[src/logic/pgood_pkg.sv]
// Constants and types shared by the power-good start-up control block
package pgood_pkg;

   // ----------------------------------------------------------------
   // Pin function selected by the active configuration
   // ----------------------------------------------------------------
   typedef enum logic [1:0] {
      PIN_NONE   = 2'b00,
      PIN_SLEEP  = 2'b01,
      PIN_REBOOT = 2'b10,
      PIN_BOTH   = 2'b11
   } pin_mode_e;

   // ----------------------------------------------------------------
   // Start-up sequencer states
   // ----------------------------------------------------------------
   typedef enum logic [2:0] {
      ST_PAUSE   = 3'b000,
      ST_LOAD    = 3'b001,
      ST_RUN     = 3'b010,
      ST_SLEEP   = 3'b011,
      ST_RESTART = 3'b100
   } start_state_e;

   // ----------------------------------------------------------------
   // Widths and values after reset
   // ----------------------------------------------------------------
   localparam int unsigned SLOT_W     = 2;
   localparam logic [1:0]  RST_SLOT   = 2'h0;
   localparam logic        RST_LEVEL  = 1'h0;
   localparam logic        RST_OUTPUT = 1'h0;
   localparam logic        RST_ACTIVE = 1'h1;

endpackage : pgood_pkg

[src/logic/pgood_sync_if.sv]
// Carrier for the synchronised power-good level between the two modules
`timescale 1ns/1ps
interface pgood_sync_if;
   logic level;

   modport src (output level);
   modport dst (input  level);
endinterface : pgood_sync_if

[src/logic/pgood_sync.sv]
// Two-flop synchroniser for the power-good pin
`timescale 1ns/1ps
module pgood_sync
   import pgood_pkg::*;
(
   input  wire logic   i_clk_sys,
   input  wire logic   i_rstn,
   input  wire logic   i_pin,
   pgood_sync_if.src   sync
);

   // ----------------------------------------------------------------
   // Synchroniser
   // ----------------------------------------------------------------
   // Resets low so a pin that is already high still counts as a rise
   logic meta;
   logic level;

   always_ff @(posedge i_clk_sys or negedge i_rstn) begin
      if (!i_rstn) begin
         meta  <= RST_LEVEL;
         level <= RST_LEVEL;
      end else begin
         meta  <= i_pin;
         level <= meta;
      end
   end

   assign sync.level = level;

   // ----------------------------------------------------------------
   // Checks
   // ----------------------------------------------------------------
   property p_sync_delay;
      @(posedge i_clk_sys) disable iff (!i_rstn)
      ##2 (level == $past(i_pin, 2));
   endproperty
   a_sync_delay: assert property (p_sync_delay)
      else $error("synchronised level does not follow pin by two cycles");

endmodule : pgood_sync

[src/logic/power_good_startup_control.sv]
// Start-up sequencer steered by the multi-function power-good pin
`timescale 1ns/1ps
module power_good_startup_control
   import pgood_pkg::*;
(
   input  wire logic              i_clk_sys,
   input  wire logic              i_rstn,
   input  wire logic              i_power_ok_pin,
   input  wire logic [1:0]        i_pin_mode,
   input  wire logic [SLOT_W-1:0] i_cfg_select,
   input  wire logic              i_supplies_valid,
   input  wire logic              i_eeprom_code,
   input  wire logic              i_load_done,
   output logic                   o_load_req,
   output logic                   o_load_from_eeprom,
   output logic [SLOT_W-1:0]      o_load_slot,
   output logic                   o_pll_enable,
   output logic                   o_logic_enable,
   output logic                   o_outputs_enable,
   output logic                   o_core_reset,
   output logic                   o_startup_paused
);

   // ----------------------------------------------------------------
   // Pin synchronisation
   // ----------------------------------------------------------------
   pgood_sync_if sync_link ();

   pgood_sync u_sync (
      .i_clk_sys (i_clk_sys),
      .i_rstn    (i_rstn),
      .i_pin     (i_power_ok_pin),
      .sync      (sync_link.src)
   );

   wire logic pin_high = sync_link.level;

   // ----------------------------------------------------------------
   // Pin function decode
   // ----------------------------------------------------------------
   // A configuration naming both functions is taken as neither, so the
   // pin can never sleep and reboot the device at once
   wire logic sleep_mode  = (i_pin_mode == PIN_SLEEP);
   wire logic reboot_mode = (i_pin_mode == PIN_REBOOT);
   wire logic no_function = !sleep_mode && !reboot_mode;

   // ----------------------------------------------------------------
   // Sequencer
   // ----------------------------------------------------------------
   start_state_e state;
   start_state_e next_state;

   always_comb begin
      next_state = state;
      case (state)
         ST_PAUSE: begin
            if (no_function ? i_supplies_valid : pin_high) begin
               next_state = ST_LOAD;
            end
         end
         ST_LOAD: begin
            if (reboot_mode && !pin_high) begin
               next_state = ST_RESTART;
            end else if (i_load_done) begin
               next_state = (sleep_mode && !pin_high) ? ST_SLEEP : ST_RUN;
            end
         end
         ST_RUN: begin
            if (sleep_mode && !pin_high) begin
               next_state = ST_SLEEP;
            end else if (reboot_mode && !pin_high) begin
               next_state = ST_RESTART;
            end
         end
         ST_SLEEP: begin
            if (pin_high) begin
               next_state = ST_RUN;
            end
         end
         ST_RESTART: begin
            if (pin_high) begin
               next_state = ST_LOAD;
            end
         end
         default: begin
            next_state = ST_PAUSE;
         end
      endcase
   end

   always_ff @(posedge i_clk_sys or negedge i_rstn) begin
      if (!i_rstn) begin
         state <= ST_PAUSE;
      end else begin
         state <= next_state;
      end
   end

   // ----------------------------------------------------------------
   // Output decode, registered from the next state
   // ----------------------------------------------------------------
   wire logic start_load  = (next_state == ST_LOAD) && (state != ST_LOAD);
   wire logic next_active = (next_state == ST_RUN) || (next_state == ST_LOAD);
   wire logic next_gate   = (next_state == ST_RUN) &&
                            (!no_function || i_supplies_valid);
   wire logic next_logic  = (next_state != ST_SLEEP);
   wire logic next_reset  = (next_state == ST_RESTART);
   wire logic next_paused = (next_state == ST_PAUSE) ||
                            (next_state == ST_RESTART);

   always_ff @(posedge i_clk_sys or negedge i_rstn) begin
      if (!i_rstn) begin
         o_load_req       <= RST_OUTPUT;
         o_pll_enable     <= RST_OUTPUT;
         o_logic_enable   <= RST_ACTIVE;
         o_outputs_enable <= RST_OUTPUT;
         o_core_reset     <= RST_OUTPUT;
         o_startup_paused <= RST_ACTIVE;
      end else begin
         o_load_req       <= start_load;
         o_pll_enable     <= next_active;
         o_logic_enable   <= next_logic;
         o_outputs_enable <= next_gate;
         o_core_reset     <= next_reset;
         o_startup_paused <= next_paused;
      end
   end

   // Slot and source are sampled only when a load starts, so a resume
   // from sleep leaves the loaded configuration untouched
   always_ff @(posedge i_clk_sys or negedge i_rstn) begin
      if (!i_rstn) begin
         o_load_slot        <= RST_SLOT;
         o_load_from_eeprom <= RST_OUTPUT;
      end else if (start_load) begin
         o_load_slot        <= i_cfg_select;
         o_load_from_eeprom <= i_eeprom_code;
      end
   end

   // ----------------------------------------------------------------
   // Checks
   // ----------------------------------------------------------------
   property p_pause_hold;
      @(posedge i_clk_sys) disable iff (!i_rstn)
      (state == ST_PAUSE && !no_function && !pin_high)
         |=> (state == ST_PAUSE) && o_startup_paused;
   endproperty
   a_pause_hold: assert property (p_pause_hold)
      else $error("start-up left pause while pin low");

   property p_first_load;
      @(posedge i_clk_sys) disable iff (!i_rstn)
      (state == ST_PAUSE && sleep_mode && pin_high)
         |=> o_load_req && (o_load_slot == $past(i_cfg_select));
   endproperty
   a_first_load: assert property (p_first_load)
      else $error("first rise did not load selected slot");

   property p_no_reload;
      @(posedge i_clk_sys) disable iff (!i_rstn)
      (state == ST_SLEEP && pin_high)
         |=> !o_load_req && (state == ST_RUN) ##1 !o_load_req;
   endproperty
   a_no_reload: assert property (p_no_reload)
      else $error("wake from sleep reloaded configuration");

   property p_sleep_power;
      @(posedge i_clk_sys) disable iff (!i_rstn)
      (state == ST_RUN && sleep_mode && !pin_high)
         |=> (state == ST_SLEEP) && !o_pll_enable && !o_logic_enable
             && !o_outputs_enable;
   endproperty
   a_sleep_power: assert property (p_sleep_power)
      else $error("sleep did not switch off PLL and logic");

   property p_resume;
      @(posedge i_clk_sys) disable iff (!i_rstn)
      (state == ST_SLEEP && pin_high)
         |=> $stable(o_load_slot) && $stable(o_load_from_eeprom)
             && o_pll_enable;
   endproperty
   a_resume: assert property (p_resume)
      else $error("resume from sleep changed state");

   property p_restart;
      @(posedge i_clk_sys) disable iff (!i_rstn)
      (state == ST_RUN && reboot_mode && !pin_high)
         |=> o_core_reset && !o_outputs_enable && (state == ST_RESTART);
   endproperty
   a_restart: assert property (p_restart)
      else $error("reboot low did not reset the device");

   property p_reboot_load;
      @(posedge i_clk_sys) disable iff (!i_rstn)
      (state == ST_RESTART && pin_high)
         |=> o_load_req && !o_core_reset ##1 !o_load_req;
   endproperty
   a_reboot_load: assert property (p_reboot_load)
      else $error("reboot release did not load once");

   // Neither or both functions named: a low pin must be ignored in run
   property p_exclusive;
      @(posedge i_clk_sys) disable iff (!i_rstn)
      (state == ST_RUN && !pin_high &&
       (i_pin_mode == PIN_NONE || i_pin_mode == PIN_BOTH))
         |=> (state == ST_RUN) && o_logic_enable && !o_core_reset;
   endproperty
   a_exclusive: assert property (p_exclusive)
      else $error("low pin acted on without a single pin function");

   property p_gated;
      @(posedge i_clk_sys) disable iff (!i_rstn)
      (no_function && !i_supplies_valid) |=> !o_outputs_enable;
   endproperty
   a_gated: assert property (p_gated)
      else $error("outputs ungated before supplies valid");

   property p_eeprom;
      @(posedge i_clk_sys) disable iff (!i_rstn)
      o_load_req |-> (o_load_from_eeprom == $past(i_eeprom_code));
   endproperty
   a_eeprom: assert property (p_eeprom)
      else $error("EEPROM source not taken from configuration code");

   c_sleep_wake: cover property (@(posedge i_clk_sys) disable iff (!i_rstn)
      state == ST_SLEEP ##1 state == ST_RUN);
   c_reboot: cover property (@(posedge i_clk_sys) disable iff (!i_rstn)
      state == ST_RESTART ##1 state == ST_LOAD);
   c_plain_up: cover property (@(posedge i_clk_sys) disable iff (!i_rstn)
      no_function && o_outputs_enable);

endmodule : power_good_startup_control

[config.mk]
export PLATFORM = sky130hd
export DESIGN_NAME = power_good_startup_control
export DESIGN_NICKNAME = d
export VERILOG_FILES = /design/src/logic/pgood_pkg.sv /design/src/logic/pgood_sync_if.sv /design/src/logic/pgood_sync.sv /design/src/logic/power_good_startup_control.sv
export SDC_FILE = /design/constraint.sdc
export NUM_CORES = 1
export LEC_CHECK = 0
export BUFFER_PORTS_ARGS = -buffer_cell sky130_fd_sc_hd__buf_2
export CAP_MARGIN = 20
export CELL_PAD_IN_SITES_DETAIL_PLACEMENT = 1
export CELL_PAD_IN_SITES_GLOBAL_PLACEMENT = 2
export CORE_MARGIN = 4
export CORE_UTILIZATION = 29
export DETAILED_ROUTE_END_ITERATION = 6
export HOLD_SLACK_MARGIN = 0.1
export PLACE_DENSITY = 0.77
export SLEW_MARGIN = 10
export SYNTH_ARGS = -nofsm -noshare
export SYNTH_HDL_FRONTEND = slang
export SYNTH_SLANG_ARGS = --single-unit
[constraint.sdc]
create_clock -name i_clk_sys -period 1.7 [get_ports i_clk_sys]
set_input_delay 0.085 -clock i_clk_sys [delete_from_list [all_inputs] [get_ports i_clk_sys]]
set_output_delay 0.085 -clock i_clk_sys [all_outputs]
set_load 0.05 [all_outputs]
**Word level (Yosys, flattened, before mapping)**

Cells that the tools add are included.

- Flip-flop bits (word level): 14
- Input bits: 10
- Output and inout port bits: 9
- Word-level logic and storage cells: 46

- Equality and inequality tests: 11
- Mux-type cells: 10
- Reductions and logical operators: 14

Operators with widths:

| cell | count |
|---|---|
| 2-to-1 mux 3 bit | 7 |
| one-hot mux 3 bit (5 select lines) | 1 |
| equality test 3 x 2 -> 1 bit (second input constant) | 3 |
| equality test 3 x 1 -> 1 bit (second input constant) | 2 |
| equality test 3 bit (second input constant) | 2 |
| logical NOT 3 bit | 2 |
| logical AND 1 bit | 5 |
| logical NOT 1 bit | 4 |
| logical OR 1 bit | 3 |
| != test 3 x 1 -> 1 bit (second input constant) | 1 |
| != test 3 x 2 -> 1 bit (second input constant) | 1 |
| equality test 2 x 1 -> 1 bit (second input constant) | 1 |
| equality test 2 bit (second input constant) | 1 |
| 2-to-1 mux 1 bit | 2 |

**Longest topological paths before layout**

Gate-level depths: netlist of run 1.

- Depth in word-level cells: 8
- Gate-level depth with buffers: 7
- Depth with buffers taken out: 7

**By module**

From an unflattened synthesis of run 1, not the netlist that was laid out.

- Cells, all modules: 48
- Area total of the unflattened synthesis: 599.3 um^2

Modules (own cells, without submodules):

| module | instances | cells an instance | area each (um^2) | sequential area each (um^2) |
|---|---|---|---|---|
| power_good_startup_control | 1 | 46 | 549.3 | 302.8 |
| pgood_sync | 1 | 2 | 50.0 | 50.0 |

**Worst setup path before layout of run 1**

Ideal clock, no wire load.

- Path kind: register to register
- From: register state[0]
- To: register o_pll_enable
- Setup time: 132 ps
- Data arrival time: 1198 ps
- Required time: 1568 ps
- Path slack: 370 ps
- Cell stages (with the launch flop): 5
- Buffers on the path: 0
- Period minus slack after synthesis: 1330 ps
- Path through: dfrtp_1 o21ai_0 nor3_1 a311o_2 xor2_1

- Longest elaborated chain between the ends: 5
- Elaborated cells on any way between the ends: 16
- Classes of those cells: eq/ne: 6; mux: 8; reduce/logical: 2

RTL lines:

| element | line | source |
|---|---|---|
| start, declared | power_good_startup_control.sv:50 | `start_state_e state;` |
| start signal, assigned | power_good_startup_control.sv:95 | `state <= next_state;` |
| 2-to-1 mux 3 bit (on tied branches) | power_good_startup_control.sv:71, power_good_startup_control.sv:64 |  |
| 2-to-1 mux 3 bit (on tied branches) | power_good_startup_control.sv:69, power_good_startup_control.sv:62 |  |
| one-hot mux 3 bit (5 select lines) (*) | power_good_startup_control.sv:55 | `case (state)` |
| via next_state[0] | power_good_startup_control.sv:51 | `start_state_e next_state;` |
| equality test 3 x 2 -> 1 bit or equality test 3 x 1 -> 1 bit (tied branches) | power_good_startup_control.sv:103 | `wire logic next_active = (next_state == ST_RUN) \|\| (next_state == ST_LOAD);` |
| logical OR 1 bit (*) | power_good_startup_control.sv:103 |  |
| via next_active | power_good_startup_control.sv:103 |  |
| end signal, assigned | power_good_startup_control.sv:121 | `o_pll_enable <= next_active;` |
| end, declared | power_good_startup_control.sv:17 | `output logic o_pll_enable,` |

Mark *: on every way through the listed nets, which the timed path passes. The rest lies on a longest branch.
A chain may end at the register's enable or synchronous reset.

**Worst setup path after layout of run 1**

Same ends and word-level chain as after synthesis.

==> impl_metrics.ini, run 1 <==
[outcome]
outcome = completed

[worst_setup_path]
worstPathCellList = o21ai_0, nor3_1, a311o_2, xor2_1
critical_path_arrival_ps = 1630
timing.critical_path.fanout_max = 6
criticalPathCategory = reg2reg
timing.critical_path.slowest_cell_delay_ps = 450
setup.worst_path.end_class = flop
critical-path-slowest-cell = sky130_fd_sc_hd__dfrtp_1
required_ps = 1870
crit_path_start_kind = flop

[placed_design]
weighted_congestion_reported_at_the_end_of_routability_driven_placement = 0.742
buffer_ports.inserted = 18
detailedPlacementHpwl_um = 964
dpl_worst_slack_ps = 178
dpl_cell_area_um2 = 696

[routing]
residual_antenna_violating_net_count_after_detailed_routing = 0
via_count = 439
drcViolationCount = 0
number_of_vias_per_cell = 4.39
drt_iter0_drc = 4
detail_route.wirelength_um = 1280
wire_per_inst_um = 12.8
detailed_routing_iterations_pass_1 = 4

[timing]
min_period_over_period_pct = 86.2
finalCriticalPeriod_ps = 1470
highest_clock_frequency_the_design_can_meet_ghz = 0.683
final.setup.tns_ps = 0
setup_viol = 0
rsz_0062_raised_after_global_routing = no
timing.clock.skew_ps = 2.61
finalHoldViolCount = 0
fin_ws_ps = 235
max_slew.worst_pin.slew_ps = 311
timing_max_transition_violations_final = 0
timing.slew.headroom_pct = 79.3
timing.hold.ws_ps = 134

[layout]
final_design_area_no_fill_um2 = 782
area_delta_synth_final_pct = 38.0
area_occupied_by_multi_input_gates_um2 = 199
final_nets = 88
share_of_cells_above_drive_strength_1_pct = 40.0
fillers = 215
num_antenna_cells = 0
seqCellArea_um2 = 353

[logic_synthesis]
yosys_register_bits = 14
synth_seq_area_share_pct = 62.3
synth_commonest_cells = 12 x sky130_fd_sc_hd__dfrtp_1, 7 x sky130_fd_sc_hd__nor2_1, 4 x sky130_fd_sc_hd__inv_1
async_reset_ff_share_pct = 100
postSynthAreaPerCell_um2 = 12.1
synth-edff-count = 0
synth.lib_cells_used.distinct = 19
synthesis.yosys.warnings = 0
netlist.area_leader.share_pct = 53.0
synth_largest_area_cell = sky130_fd_sc_hd__dfrtp_1
ys_dominant_reg_cell = sky130_fd_sc_hd__dfrtp_1
synth.top_cells.by_area = sky130_fd_sc_hd__dfrtp_1 53%, sky130_fd_sc_hd__dfstp_2 9.3%, sky130_fd_sc_hd__mux2_2 6.0%
yosysMostFrequentCell = sky130_fd_sc_hd__dfrtp_1
syn_area_um2 = 567
synthCells = 47
syn_nets = 59

[clocking]
cts_setup_buffers = 0
clock-sinks = 14
cts-buffers-inserted = 3
cts.path.max_buffers = 2
cts_resized = 0
clock-root-buffer = sky130_fd_sc_hd__clkbuf_4
cts_tree = yes
cts.clk_slew.worst_paths_ps = 90
clk-insertion-delay-late_ps = 280
htree_num_levels = 1

[grt]
gr-usage-all-layers_pct = 10.7
grt_antenna_before_repair = 0
first_global_vias = 466
overflow = 0
maximum_number_of_pins_on_one_net_before_global_route_repair = 15
grt_first_pass_wirelength_um = 2100

[power]
power_density_of_the_placed_cells_mw_per_mm2 = 1900
comb_power_share_pct = 47.8
power.share.clock_pct = 16.0
switching_share_pct = 45.6
ir_worst_vdd_v = 0.000839
net-switching-power_mw = 0.677
power_report.internal_total_mw = 0.808
leakagePower_nw = 0.383
share_of_power_burned_in_registers_pct = 36.2

[floorplan]
io_pins = 19
start_util_pct = 31.8
num_rows = 15
die_span_y_um = 52.2
die_w_um = 52.2
coreArea_mm2 = 0.00178
fp.dieArea_mm2 = 0.00273

[hold_path]
timing.hold.worst.class = in2reg

[flow_run]
cap_violations = 0
[sequential cells by signal (all words and copies together), names as in the netlist]
signal and count:
o_load_from_eeprom 1, u_sync.sync.level 1, o_logic_enable 1, u_sync.meta 1, o_load_req 1, o_pll_enable 1, o_core_reset 1, o_startup_paused 1
state 3, o_outputs_enable 1, o_load_slot 2
[path summary, 6_finish.rpt]
kind	startpoint	endpoint	slack (ps)	cells past startpoint
hold / removal	i_supplies_valid	o_outputs_enable	130	3
min in group asynchronous	i_rstn	state[2]	240	2
max in group asynchronous	i_rstn	o_logic_enable	1170	2
setup reg to reg	state[0]	o_pll_enable	230	4
hold reg to reg	u_sync.meta	u_sync.sync.level	360	0
setup / recovery	state[0]	o_pll_enable	230	4
[kinds of logic after synthesis]
family,Yosys count,synth area share [%]
flip-flops,14,62.3
AND/OR/NAND/NOR,13,10.8
AO/OA/AOI/OAI,9,10.6
buffers and inverters,4,2.65
multiplexers,4,7.73
adder cells (fa/ha/maj),2,4.41
XOR/XNOR,1,1.55
[metrics by stage]
step           utilization, %  cells  power (mW)
6_report                 43.9    100        1.49
5_1_grt                  43.9    100        1.58
4_1_cts                  43.9    100        1.51
3_5_place_dp             39.0     91        1.26
3_3_place_gp             39.0     91        1.24
2_1_floorplan               -     47        1.07
[layout make-up]
cell class                      count  share of cell area (%)
Sequential cell                    14                    45.1
Clock buffer                        4                    4.64
Inverter                            4                    1.92
Timing Repair Buffer               24                    18.9
Tap cell                           25                    4.00
Multi-Input combinational cell     29                    25.4
[routing by layer]
| layer | up-vias | track usage (%) | share of wire (%) |
|---|---|---|---|
| met2 | 7 | 17.6 | 53 |
| li1 | 213 | - | - |
| met4 | 0 | 6.38 | 0.78 |
| met3 | 2 | 1.71 | 3.1 |
| met5 | - | 0 | 0 |
| met1 | 217 | 13.1 | 43 |
[layout by cell type, fill, tap and decap left out, types with 2 or more instances in the layout]
cell and instances:
sky130_fd_sc_hd__nor2_1 7, sky130_fd_sc_hd__nor3_1 2, sky130_fd_sc_hd__dfstp_2 2, sky130_fd_sc_hd__buf_2 18
sky130_fd_sc_hd__a21oi_1 2, sky130_fd_sc_hd__dlygate4sd3_1 5, sky130_fd_sc_hd__o21ai_0 3, sky130_fd_sc_hd__ha_1 2
sky130_fd_sc_hd__dfrtp_1 12, sky130_fd_sc_hd__mux2_2 3, sky130_fd_sc_hd__clkbuf_4 3, sky130_fd_sc_hd__inv_1 4
[critical path: cells and delay by family (launching register included)]
kind | cells | cell delay, ps
AO/OA/AOI/OAI | 2 | 680
AND/OR/NAND/NOR | 1 | 70
flip-flops | 1 | 450
XOR/XNOR | 1 | 160
[power by group through the flow]
stage          clock, mW  sequential, mW  combinational (mW)
5_1_grt            0.269           0.557               0.758
3_5_place_dp           0           0.545               0.711
2_1_floorplan          0           0.863               0.202
4_1_cts            0.251           0.540               0.720
6_report           0.237           0.538               0.710
3_3_place_gp           0           0.542               0.699
[what timing repair did]
action | in CTS | in global routing
hold buffers | 5 | 0
hold endpoints to repair | 18 | 0
endpoints found under the setup margin | 0 | 0
No activity file was read; power rests on OpenSTA's default activity.
==> run 2, diff against run 1 <==
PLACE_DENSITY = unset   (was 0.77)
PLACE_DENSITY_LB_ADDON = 0.3   (was unset)
==> run 2 against run 1 <==
Net effect:
- global-route usage down 0.31 points
- cell area up 0.32%
- clock power down 2%
- register-to-register slack about the same
- critical endpoint unchanged
==> impl_metrics.ini, run 2 (same netlist as run 1, synthesis figures left out) <==
[layout]
registers.top_by_ff_count = state
num_antenna_cells = 0
area_delta_synth_final_pct = 38.4
share_of_cells_above_drive_strength_1_pct = 38.7
largest_register_ffs = 3
stdcell_count = 100
final_nets = 88
biggestRegsByFlops = state x3, o_load_slot x2
top_library_cells_by_usage_in_the_layout_fill_and_taps_aside = 18 x sky130_fd_sc_hd__buf_2, 12 x sky130_fd_sc_hd__dfrtp_1, 7 x sky130_fd_sc_hd__nor2_1
layout_commonest_cell = sky130_fd_sc_hd__buf_2
postLayoutCoreUtil_pct = 44.0

[worst_setup_path]
crit_family = compound AO/OA/AOI/OAI gates
worst_r2r_startpoint = state[0]
worstPathCellList = o21ai_0, nor3_1, a311o_2, xor2_1
timing.critical_path.slowest_cell_delay_ps = 440
crit_path_start_kind = flop
worstRegToRegCells = 4
critical_path_arrival_ps = 1600
required_ps = 1850
crit_buf_inv = 0
critical-path-slowest-cell = sky130_fd_sc_hd__dfrtp_1
critical_path.reg2reg.endpoint = o_pll_enable
setup.worst_path.end_class = flop
timing.reg2reg.setup_slack_ps = 240
criticalPathCategory = reg2reg
timing.critical_path.fanout_max = 6

[grt]
global_route.usage.met2_pct = 16.5
groute.layer.met1.usage_pct = 12.5
maximum_number_of_pins_on_one_net_before_global_route_repair = 15
grt_antenna_before_repair = 0
grt_first_pass_wirelength_um = 2040
met3_usage_pct = 4.27
overflow = 0
first_global_vias = 448
gr-usage-all-layers_pct = 10.4
globalRoute.busiestLayer = met2

[floorplan]
fp.dieArea_mm2 = 0.00273
num_rows = 15
start_util_pct = 31.8
io_pins = 19
coreArea_mm2 = 0.00178
die_w_um = 52.2
die_span_y_um = 52.2

[outcome]
outcome = completed

[clocking]
clk-insertion-delay-late_ps = 270
cts.clk_slew.worst_paths_ps = 80
cts_resized = 0
htree_num_levels = 1
cts_setup_buffers = 0
cts_tree = yes
cts.path.max_buffers = 2
cts-buffers-inserted = 3
clock-root-buffer = sky130_fd_sc_hd__clkbuf_4
clock-sinks = 14

[timing]
rsz_0062_raised_after_global_routing = no
min_period_over_period_pct = 85.7
timing.slew.headroom_pct = 77.7
highest_clock_frequency_the_design_can_meet_ghz = 0.686
timing.hold.ws_ps = 222
timing.clock.skew_ps = 4.30
final.setup.tns_ps = 0
timing_max_transition_violations_final = 0
fin_ws_ps = 243
finalHoldViolCount = 0
max_slew.worst_pin.slew_ps = 333
setup_viol = 0
finalCriticalPeriod_ps = 1460

[power]
leakagePower_nw = 0.383
power_density_of_the_placed_cells_mw_per_mm2 = 1850
ir_worst_vdd_v = 0.000914

[routing]
via_count = 428
detail_route.wirelength_um = 1180
wire_per_inst_um = 11.8
detailed_routing_iterations_pass_1 = 2
drt_iter0_drc = 2
residual_antenna_violating_net_count_after_detailed_routing = 0
drcViolationCount = 0
number_of_vias_per_cell = 4.28

[placed_design]
weighted_congestion_reported_at_the_end_of_routability_driven_placement = 0.730
dpl_worst_slack_ps = 188
buffer_ports.inserted = 18
dp.cells = 90
detailedPlacementHpwl_um = 938

[hold_path]
timing.hold.worst.class = in2async

[flow_run]
cap_violations = 0
## run 2: cell count changes in the layout (fill, tap and decap cells not counted)
cell | previous run | this run
sky130_fd_sc_hd__dlygate4sd3_1 | 5 | 6
sky130_fd_sc_hd__buf_4 | 1 | 0
## run 2: worst max-delay path by stage
stage / slack (ps) / start / cells after the start / end
after floorplan: 370 / state[0] / 4 / o_pll_enable
after global placement: 230 / i_pin_mode[0] / 8 / o_pll_enable
after detailed placement: 190 / i_pin_mode[0] / 8 / o_pll_enable
after CTS: 240 / state[2] / 4 / o_pll_enable
after global routing: 110 / state[0] / 4 / o_pll_enable
final: 240 / state[0] / 4 / o_pll_enable
## run 2: what timing repair did
action                                 CTS  global route
hold buffers                             6             0
endpoints found under the hold margin   19             0
setup endpoints to repair                0             0
## run 2: routing by layer
layer | part of all wire, % | vias to the layer above
li1 | - | 215
met5 | 0 | -
met4 | 0 | 0
met3 | 5.9 | 0
met1 | 46 | 201
met2 | 48 | 12
## run 2: worst reg2reg max path, delay by kind of cell, from the launching register on
family                    cells  cell delay (ps)
xor gates and xnor gates      1              150
and+or+nand+nor               1               70
DFF                           1              440
AOI/OAI and AO/OA             2              670
## run 2: metrics by stage
| step | area (µm²) | total power, mW |
|---|---|---|
| finish | 785 | 1.45 |
| global route | 785 | 1.57 |
| CTS | 785 | 1.48 |
| detailed placement | 688 | 1.22 |
| global placement | 688 | 1.22 |
| floorplan | 567 | 1.07 |
## run 2: power breakdown
group / leakage, nW / switching [mW] / internal (mW)
combinational: 0.195 / 0.488 / 0.197
sequential: 0.167 / 0.0694 / 0.467
clock: 0.0210 / 0.102 / 0.130
## run 2: cell type report
| class | instances | area, µm² |
|---|---|---|
| Fill cell | 206 | 998 |
| Multi-Input combinational cell | 29 | 199 |
| Timing Repair Buffer | 24 | 150 |
| Sequential cell | 14 | 353 |
| Tap cell | 25 | 31.3 |
| Inverter | 4 | 15.0 |
| Clock buffer | 4 | 36.3 |
